===== src/common/seq_ext_params.svh =====
`ifndef SEQ_EXT_PARAMS_SVH
`define SEQ_EXT_PARAMS_SVH
// ==========================================
// Index and port decode
`define IDX_SCRATCH0     8'h09
`define IDX_SCRATCH1     8'h0a
`define IDX_VCLK0_NUM    8'h0b
`define IDX_VCLK1_NUM    8'h0c
`define IDX_VCLK2_NUM    8'h0d
`define IDX_VCLK3_NUM    8'h0e
`define IDX_MEM_CTRL     8'h0f
`define PORT_SEQ_INDEX   16'h03c4
`define PORT_SEQ_DATA    16'h03c5
// ==========================================
// Reset values
`define RST_SCRATCH      8'h00
`define RST_VCLK0_NUM    7'h66
`define RST_VCLK1_NUM    7'h5b
`define RST_VCLK2_NUM    7'h45
`define RST_VCLK3_NUM    7'h7e
`define RST_VCLK0_DEN    6'h3b
`define RST_VCLK1_DEN    6'h2f
`define RST_VCLK2_DEN    6'h30
`define RST_VCLK3_DEN    6'h33
`define RST_MEM_CTRL     8'h0d
// Organization shadow before the first blanking start: one bank, 32-bit width code
`define RST_ORG_SHADOW   3'h2
`define RST_INDEX        8'h00
`define RST_RDATA        8'h00
// Row-strobe cycle lengths in memory clocks
`define RAS_SHORT_CLKS   3'h6
`define RAS_LONG_CLKS    3'h7
// ==========================================
// Field positions and masks
`define NUM_MASK         8'h7f
`define MEM_CTRL_MASK    8'hfd
`define MC_BANK_BIT      7
`define MC_FPDIS_BIT     6
`define MC_FIFO_BIT      5
`define MC_WIDTH_HI      4
`define MC_WIDTH_LO      3
`define MC_RAS_BIT       2
`define MC_CAS_BIT       0
`define DEN_HI           5
`define DEN_LO           1
`define POST_BIT         0
`define MISC_SEL_HI      3
`define MISC_SEL_LO      2
// Reference oscillator in kHz
`define OSC_KHZ          14318
`endif


===== src/common/seq_ext_pkg.sv =====
package seq_ext_pkg;
  // ==========================================
  // Synthesizer settings for one video clock
  typedef struct packed {
    logic [6:0] numerator_value;
    logic [4:0] denominator_value;
    logic       post_scalar;
  } video_pixel_clock_setting_t;

  // Memory timing controls seen by the memory sequencer
  typedef struct packed {
    logic       two_banks;
    logic       fast_page_disable;
    logic       fifo_depth_ctl;
    logic [1:0] bus_width;
    logic       ras_six_clocks;
    logic       multi_cas;
    logic       org_valid;
  } mem_timing_t;
endpackage


===== src/rtl/seq_ext_regs.sv =====
`include "seq_ext_params.svh"

module seq_ext_regs #(
  parameter int OSC_KHZ = `OSC_KHZ
) (
  input  wire logic                        ref_clk,
  input  wire logic                        rst_n,
  input  wire logic [15:0]                 io_addr,
  input  wire logic                        io_wr,
  input  wire logic                        io_rd,
  input  wire logic [7:0]                  io_wdata,
  output logic [7:0]                       io_rdata,
  input  wire logic [5:0]                  clock_denominator_register [4],
  input  wire logic [1:0]                  misc_clock_select,
  input  wire logic                        hblank_start,
  output seq_ext_pkg::video_pixel_clock_setting_t       video_pixel_clock_setting,
  output logic [31:0]                      video_pixel_clock_khz,
  output seq_ext_pkg::mem_timing_t         mem_timing,
  output logic                             fast_page_allowed,
  output logic [2:0]                       ras_cycle_clocks
);

  // ==========================================
  // Register state
  logic [7:0] index_reg;
  logic [7:0] firmware_scratch_0;
  logic [7:0] firmware_scratch_1;
  logic [6:0] numerator_value [4];
  logic [7:0] memory_control_register;
  logic [2:0] org_shadow;

  logic [7:0] next_index_reg;
  logic [7:0] next_firmware_scratch_0;
  logic [7:0] next_firmware_scratch_1;
  logic [6:0] next_numerator_value [4];
  logic [7:0] next_memory_control_register;
  logic [2:0] next_org_shadow;
  logic [7:0] next_io_rdata;

  // Decoded clock setting for one clock slot
  function automatic seq_ext_pkg::video_pixel_clock_setting_t pick(input logic [6:0] num, input logic [5:0] den);
    seq_ext_pkg::video_pixel_clock_setting_t s;
    s.numerator_value   = num;
    s.denominator_value = den[`DEN_HI:`DEN_LO];
    s.post_scalar       = den[`POST_BIT];
    return s;
  endfunction

  logic data_wr;
  logic data_rd;
  assign data_wr = io_wr && (io_addr == `PORT_SEQ_DATA);
  assign data_rd = io_rd && (io_addr == `PORT_SEQ_DATA);

  // ==========================================
  // Index latch, register writes and read mux
  always_comb begin
    next_index_reg               = index_reg;
    next_firmware_scratch_0      = firmware_scratch_0;
    next_firmware_scratch_1      = firmware_scratch_1;
    next_numerator_value         = numerator_value;
    next_memory_control_register = memory_control_register;
    next_io_rdata                = io_rdata;
    if (io_wr && io_addr == `PORT_SEQ_INDEX) begin
      next_index_reg = io_wdata;
    end
    if (data_wr) begin
      case (index_reg)
        `IDX_SCRATCH0:  next_firmware_scratch_0 = io_wdata;
        `IDX_SCRATCH1:  next_firmware_scratch_1 = io_wdata;
        `IDX_VCLK0_NUM: next_numerator_value[0] = io_wdata[6:0];
        `IDX_VCLK1_NUM: next_numerator_value[1] = io_wdata[6:0];
        `IDX_VCLK2_NUM: next_numerator_value[2] = io_wdata[6:0];
        `IDX_VCLK3_NUM: next_numerator_value[3] = io_wdata[6:0];
        `IDX_MEM_CTRL:  next_memory_control_register = io_wdata & `MEM_CTRL_MASK;
        default: begin
        end
      endcase
    end
    // Reads return registered data; unmapped indexes read zero
    if (io_rd && io_addr == `PORT_SEQ_INDEX) begin
      next_io_rdata = index_reg;
    end else if (data_rd) begin
      case (index_reg)
        `IDX_SCRATCH0:  next_io_rdata = firmware_scratch_0;
        `IDX_SCRATCH1:  next_io_rdata = firmware_scratch_1;
        `IDX_VCLK0_NUM: next_io_rdata = {1'b0, numerator_value[0]};
        `IDX_VCLK1_NUM: next_io_rdata = {1'b0, numerator_value[1]};
        `IDX_VCLK2_NUM: next_io_rdata = {1'b0, numerator_value[2]};
        `IDX_VCLK3_NUM: next_io_rdata = {1'b0, numerator_value[3]};
        `IDX_MEM_CTRL:  next_io_rdata = memory_control_register;
        default:        next_io_rdata = 8'h00;
      endcase
    end
  end

  always_comb begin
    next_org_shadow = org_shadow;
    if (hblank_start) begin
      next_org_shadow = {memory_control_register[`MC_BANK_BIT],
                         memory_control_register[`MC_WIDTH_HI],
                         memory_control_register[`MC_WIDTH_LO]};
    end
  end

  always_ff @(posedge ref_clk or negedge rst_n) begin
    if (!rst_n) begin
      index_reg               <= `RST_INDEX;
      firmware_scratch_0      <= `RST_SCRATCH;
      firmware_scratch_1      <= `RST_SCRATCH;
      numerator_value[0]      <= `RST_VCLK0_NUM;
      numerator_value[1]      <= `RST_VCLK1_NUM;
      numerator_value[2]      <= `RST_VCLK2_NUM;
      numerator_value[3]      <= `RST_VCLK3_NUM;
      memory_control_register <= `RST_MEM_CTRL;
      org_shadow              <= `RST_ORG_SHADOW;
      io_rdata                <= `RST_RDATA;
    end else begin
      index_reg               <= next_index_reg;
      firmware_scratch_0      <= next_firmware_scratch_0;
      firmware_scratch_1      <= next_firmware_scratch_1;
      numerator_value         <= next_numerator_value;
      memory_control_register <= next_memory_control_register;
      org_shadow              <= next_org_shadow;
      io_rdata                <= next_io_rdata;
    end
  end

  // ==========================================
  // Clock selection and frequency estimate
  seq_ext_pkg::video_pixel_clock_setting_t sel_setting;
  logic [31:0]                freq_calc;
  logic [31:0]                divisor;
  always_comb begin
    sel_setting = pick(numerator_value[misc_clock_select], clock_denominator_register[misc_clock_select]);
    divisor = 32'(sel_setting.denominator_value) * 32'({1'b0, sel_setting.post_scalar} + 2'h1);
    freq_calc = (divisor == 32'h0) ? 32'h0 : (32'(OSC_KHZ) * 32'(sel_setting.numerator_value)) / divisor;
  end

  // Outputs registered so timing logic sees stable values
  seq_ext_pkg::mem_timing_t next_mem_timing;
  always_comb begin
    next_mem_timing.two_banks         = org_shadow[2];
    next_mem_timing.fast_page_disable = memory_control_register[`MC_FPDIS_BIT];
    next_mem_timing.fifo_depth_ctl    = memory_control_register[`MC_FIFO_BIT];
    next_mem_timing.bus_width         = org_shadow[1:0];
    next_mem_timing.ras_six_clocks    = memory_control_register[`MC_RAS_BIT];
    next_mem_timing.multi_cas         = memory_control_register[`MC_CAS_BIT];
    next_mem_timing.org_valid         = (org_shadow[1:0] == 2'b10);
  end

  always_ff @(posedge ref_clk or negedge rst_n) begin
    if (!rst_n) begin
      video_pixel_clock_setting <= '0;
      video_pixel_clock_khz     <= 32'h0;
      mem_timing                <= '0;
      fast_page_allowed         <= 1'b0;
      ras_cycle_clocks          <= 3'h0;
    end else begin
      video_pixel_clock_setting <= sel_setting;
      video_pixel_clock_khz     <= freq_calc;
      mem_timing                <= next_mem_timing;
      fast_page_allowed         <= !next_mem_timing.fast_page_disable;
      ras_cycle_clocks          <= next_mem_timing.ras_six_clocks ? `RAS_SHORT_CLKS : `RAS_LONG_CLKS;
    end
  end

endmodule


===== config.mk =====
export PLATFORM = sky130hd
export DESIGN_NAME = seq_ext_regs
export DESIGN_NICKNAME = d
export VERILOG_FILES = /design/src/common/seq_ext_pkg.sv /design/src/rtl/seq_ext_regs.sv
export VERILOG_INCLUDE_DIRS = /design/src /design/src/common
export SDC_FILE = /design/constraint.sdc
export NUM_CORES = 1
export LEC_CHECK = 0
export ABC_CLOCK_PERIOD_IN_PS = 125700
export BUFFER_PORTS_ARGS = -buffer_cell sky130_fd_sc_hd__buf_2
export CELL_PAD_IN_SITES_DETAIL_PLACEMENT = 1
export CELL_PAD_IN_SITES_GLOBAL_PLACEMENT = 2
export CORE_ASPECT_RATIO = 0.9
export CORE_MARGIN = 2
export CORE_UTILIZATION = 42
export CTS_CLUSTER_DIAMETER = 50
export DETAILED_ROUTE_END_ITERATION = 6
export GPL_TIMING_DRIVEN = 0
export PLACE_DENSITY_LB_ADDON = 0.1
export RECOVER_POWER = 25
export SLEW_MARGIN = 20
export SYNTH_ARGS = -nofsm -noshare
export SYNTH_HDL_FRONTEND = slang
export SYNTH_SLANG_ARGS = --single-unit

===== constraint.sdc =====
create_clock -name ref_clk -period 125.7 [get_ports ref_clk]
set_input_delay 6.285 -clock ref_clk [delete_from_list [all_inputs] [get_ports ref_clk]]
set_output_delay 6.285 -clock ref_clk [all_outputs]
set_load 0.01 [all_outputs]

==> out/metrics.cfg <==
[cells_and_area]
postLayoutCoreUtil_pct=46.8
final_cell_mix=nor2_1 (317), nand2_1 (253), ha_1 (248), nor3_1 (175), a21oi_1 (159)
layout.nets=3783
regArea_sq_um=3180
multi_input_area_sq_um=21700
reg_top3=video_pixel_clock_khz x32, numerator_value x28, video_pixel_clock_setting x13
final_common_cell=nor2_1
largest_reg_flops=32
fillers=7468
drive_above_1_share_pct=13.9
area_delta_synth_final_pct=9.57
top_register=video_pixel_clock_khz
diodes=0

[die]
start_util_pct=42.7
rows=85
io_pins=120
die_w_microns=265
core-area_sq_um=60100
die_h_microns=238
die_area_sq_um=63100

[clocking]
htree_num_levels=4
cts_buffers=17
cts_sinks=126
cts_resized=0
ctsHoldBuffers=0
cts_buffer_depth=2
cts_setup_buffers=0
cts-root-buf=clkbuf_16
clkTransAtPathRegs_ps=70
cts_tree=built
clkLatencyLatePin_ps=470

[run]
cap_violations=2

[synth]
synthDistinctLibCells=143
synthArstFlopShare_pct=100
synthFlopType=dfrtp_1
synth-seq-area-share_pct=12.4
netlist_area_sq_um=25700
postSynthCellCount=3293
synth_top_area_share_pct=12.1
ys_seq_elements=126
avgSynthCellArea_sq_um=7.79
synth_edf_count=0
yosysWarnings=0
synth.largest_area_cell=ha_1
ys_top_cells_by_area=ha_1 (12%), dfrtp_1 (10%), nor2_1 (4.6%)

[sta]
final.min_clock_period_ps=100440
whs_ps=397
tightest_slew_ps=5210
setup_viol=0
hold_viol=0
max_freq_mhz=9.96
rsz0062_at_grt=no
period_share_pct=79.9
fin_skew_ps=30.9
slew_headroom_pct=-248
tns_ps=0
fin_ws_ps=25260
slew_viol_final=129

[routing]
viasPerCell=6.29
postRouteAntennaNets=0
drt_iter0_drc=1398
drc=18
postRouteWirelength_microns=89500
wl_per_cell_microns=21.1
vias=26700
drt_pass1_iterations=7

[outcome]
outcome=complete, but fails checks
violations=design-rule violations, max-capacitance violations, max-slew violations

[worst_hold_path]
hp-class=reg2reg

[setup_path]
required_ps=125990
end_kind=flip-flop
cp_max_fo=19
slowest_stage=a211oi_1
worst_path_largest_cell_delay_ps=840
critPathLaunchType=input port
critical_path_class=in2reg
arrival_ps=100730
cp_common_cell=o21a_1

[global_route]
grt_pass1_vias=27400
grt.total_usage_pct=28.1
grt_antenna_before_repair=1
grt_overflow_total=0
grt_max_degree=92
grt_first_pass_wirelength_microns=146000

[placed_design]
place.gp.congestion=0.891
dp_slack_ps=25410
dp_hpwl_microns=72700
numPortBuffers=117

[critical path, delay by kind of cell]
kind / cells / cell delay, ps
AO/OA/AOI/OAI: 188 / 39710
multiplexers: 2 / 830
AND/OR/NAND/NOR: 133 / 30390
XOR/XNOR: 1 / 610
buffers and inverters: 44 / 13030
adder cells (fa/ha/maj): 31 / 9660
[synth_stat cells, drive strengths merged, types with 93 or more instances]
cell,n
nand3,99
o21ai,186
mux2,93
o21a,132
a21oi,165
nor3,191
dfrtp,104
inv,120
nand2,255
ha,248
xnor2,125
nor2,324
[path summary, 6_finish.rpt]
kind	to	slack, ps	startpoint	cells past startpoint
max	video_pixel_clock_khz[0]	25260	misc_clock_select[0]	399
max in group asynchronous	video_pixel_clock_khz[19]	113430	rst_n	2
min in group asynchronous	video_pixel_clock_khz[4]	6410	rst_n	1
min	mem_timing[7]	400	org_shadow[2]	0
max reg2reg	video_pixel_clock_khz[0]	45590	numerator_value[11]	342
min reg2reg	mem_timing[7]	400	org_shadow[2]	0
[metal layers]
layer | global-route usage [%] | up-vias | share of wire (%)
met4 | 5.15 | 2 | 1.5
li1 | - | 12900 | -
met1 | 39.1 | 13200 | 49
met2 | 47.3 | 502 | 46
met3 | 2.76 | 97 | 3.4
met5 | 0 | - | 0.015
[per-stage QoR]
stage	cells	area (sq um)
CTS	4244	28100
global placement	4204	27300
global route	4244	28100
floorplan	3304	25700
finish	4244	28100
detailed placement	4212	27500
[cell families after synthesis]
family,count (synthesis),synth area share (%)
AO/OA/AOI/OAI,1025,29.0
flip-flops,126,12.4
multiplexers,149,6.98
AND/OR/NAND/NOR,1317,27.1
other,2,0.0293
XOR/XNOR,181,6.21
adder cells (fa/ha/maj),281,14.6
buffers and inverters,212,3.63
[area by class of cell]
| cell class | instances | share of cell area (%) |
|---|---|---|
| Multi-Input combinational cell | 2966 | 77.1 |
| Inverter | 121 | 1.62 |
| Timing Repair Buffer | 125 | 2.67 |
| Tap cell | 783 | 3.48 |
| Buffer | 91 | 1.70 |
| Sequential cell | 126 | 11.3 |
| Clock buffer | 17 | 1.51 |
| Clock inverter | 15 | 0.610 |
Power is left out: the tool's default activity adds up to more than one toggle a clock period on the data nets, which glitch-free logic cannot reach.
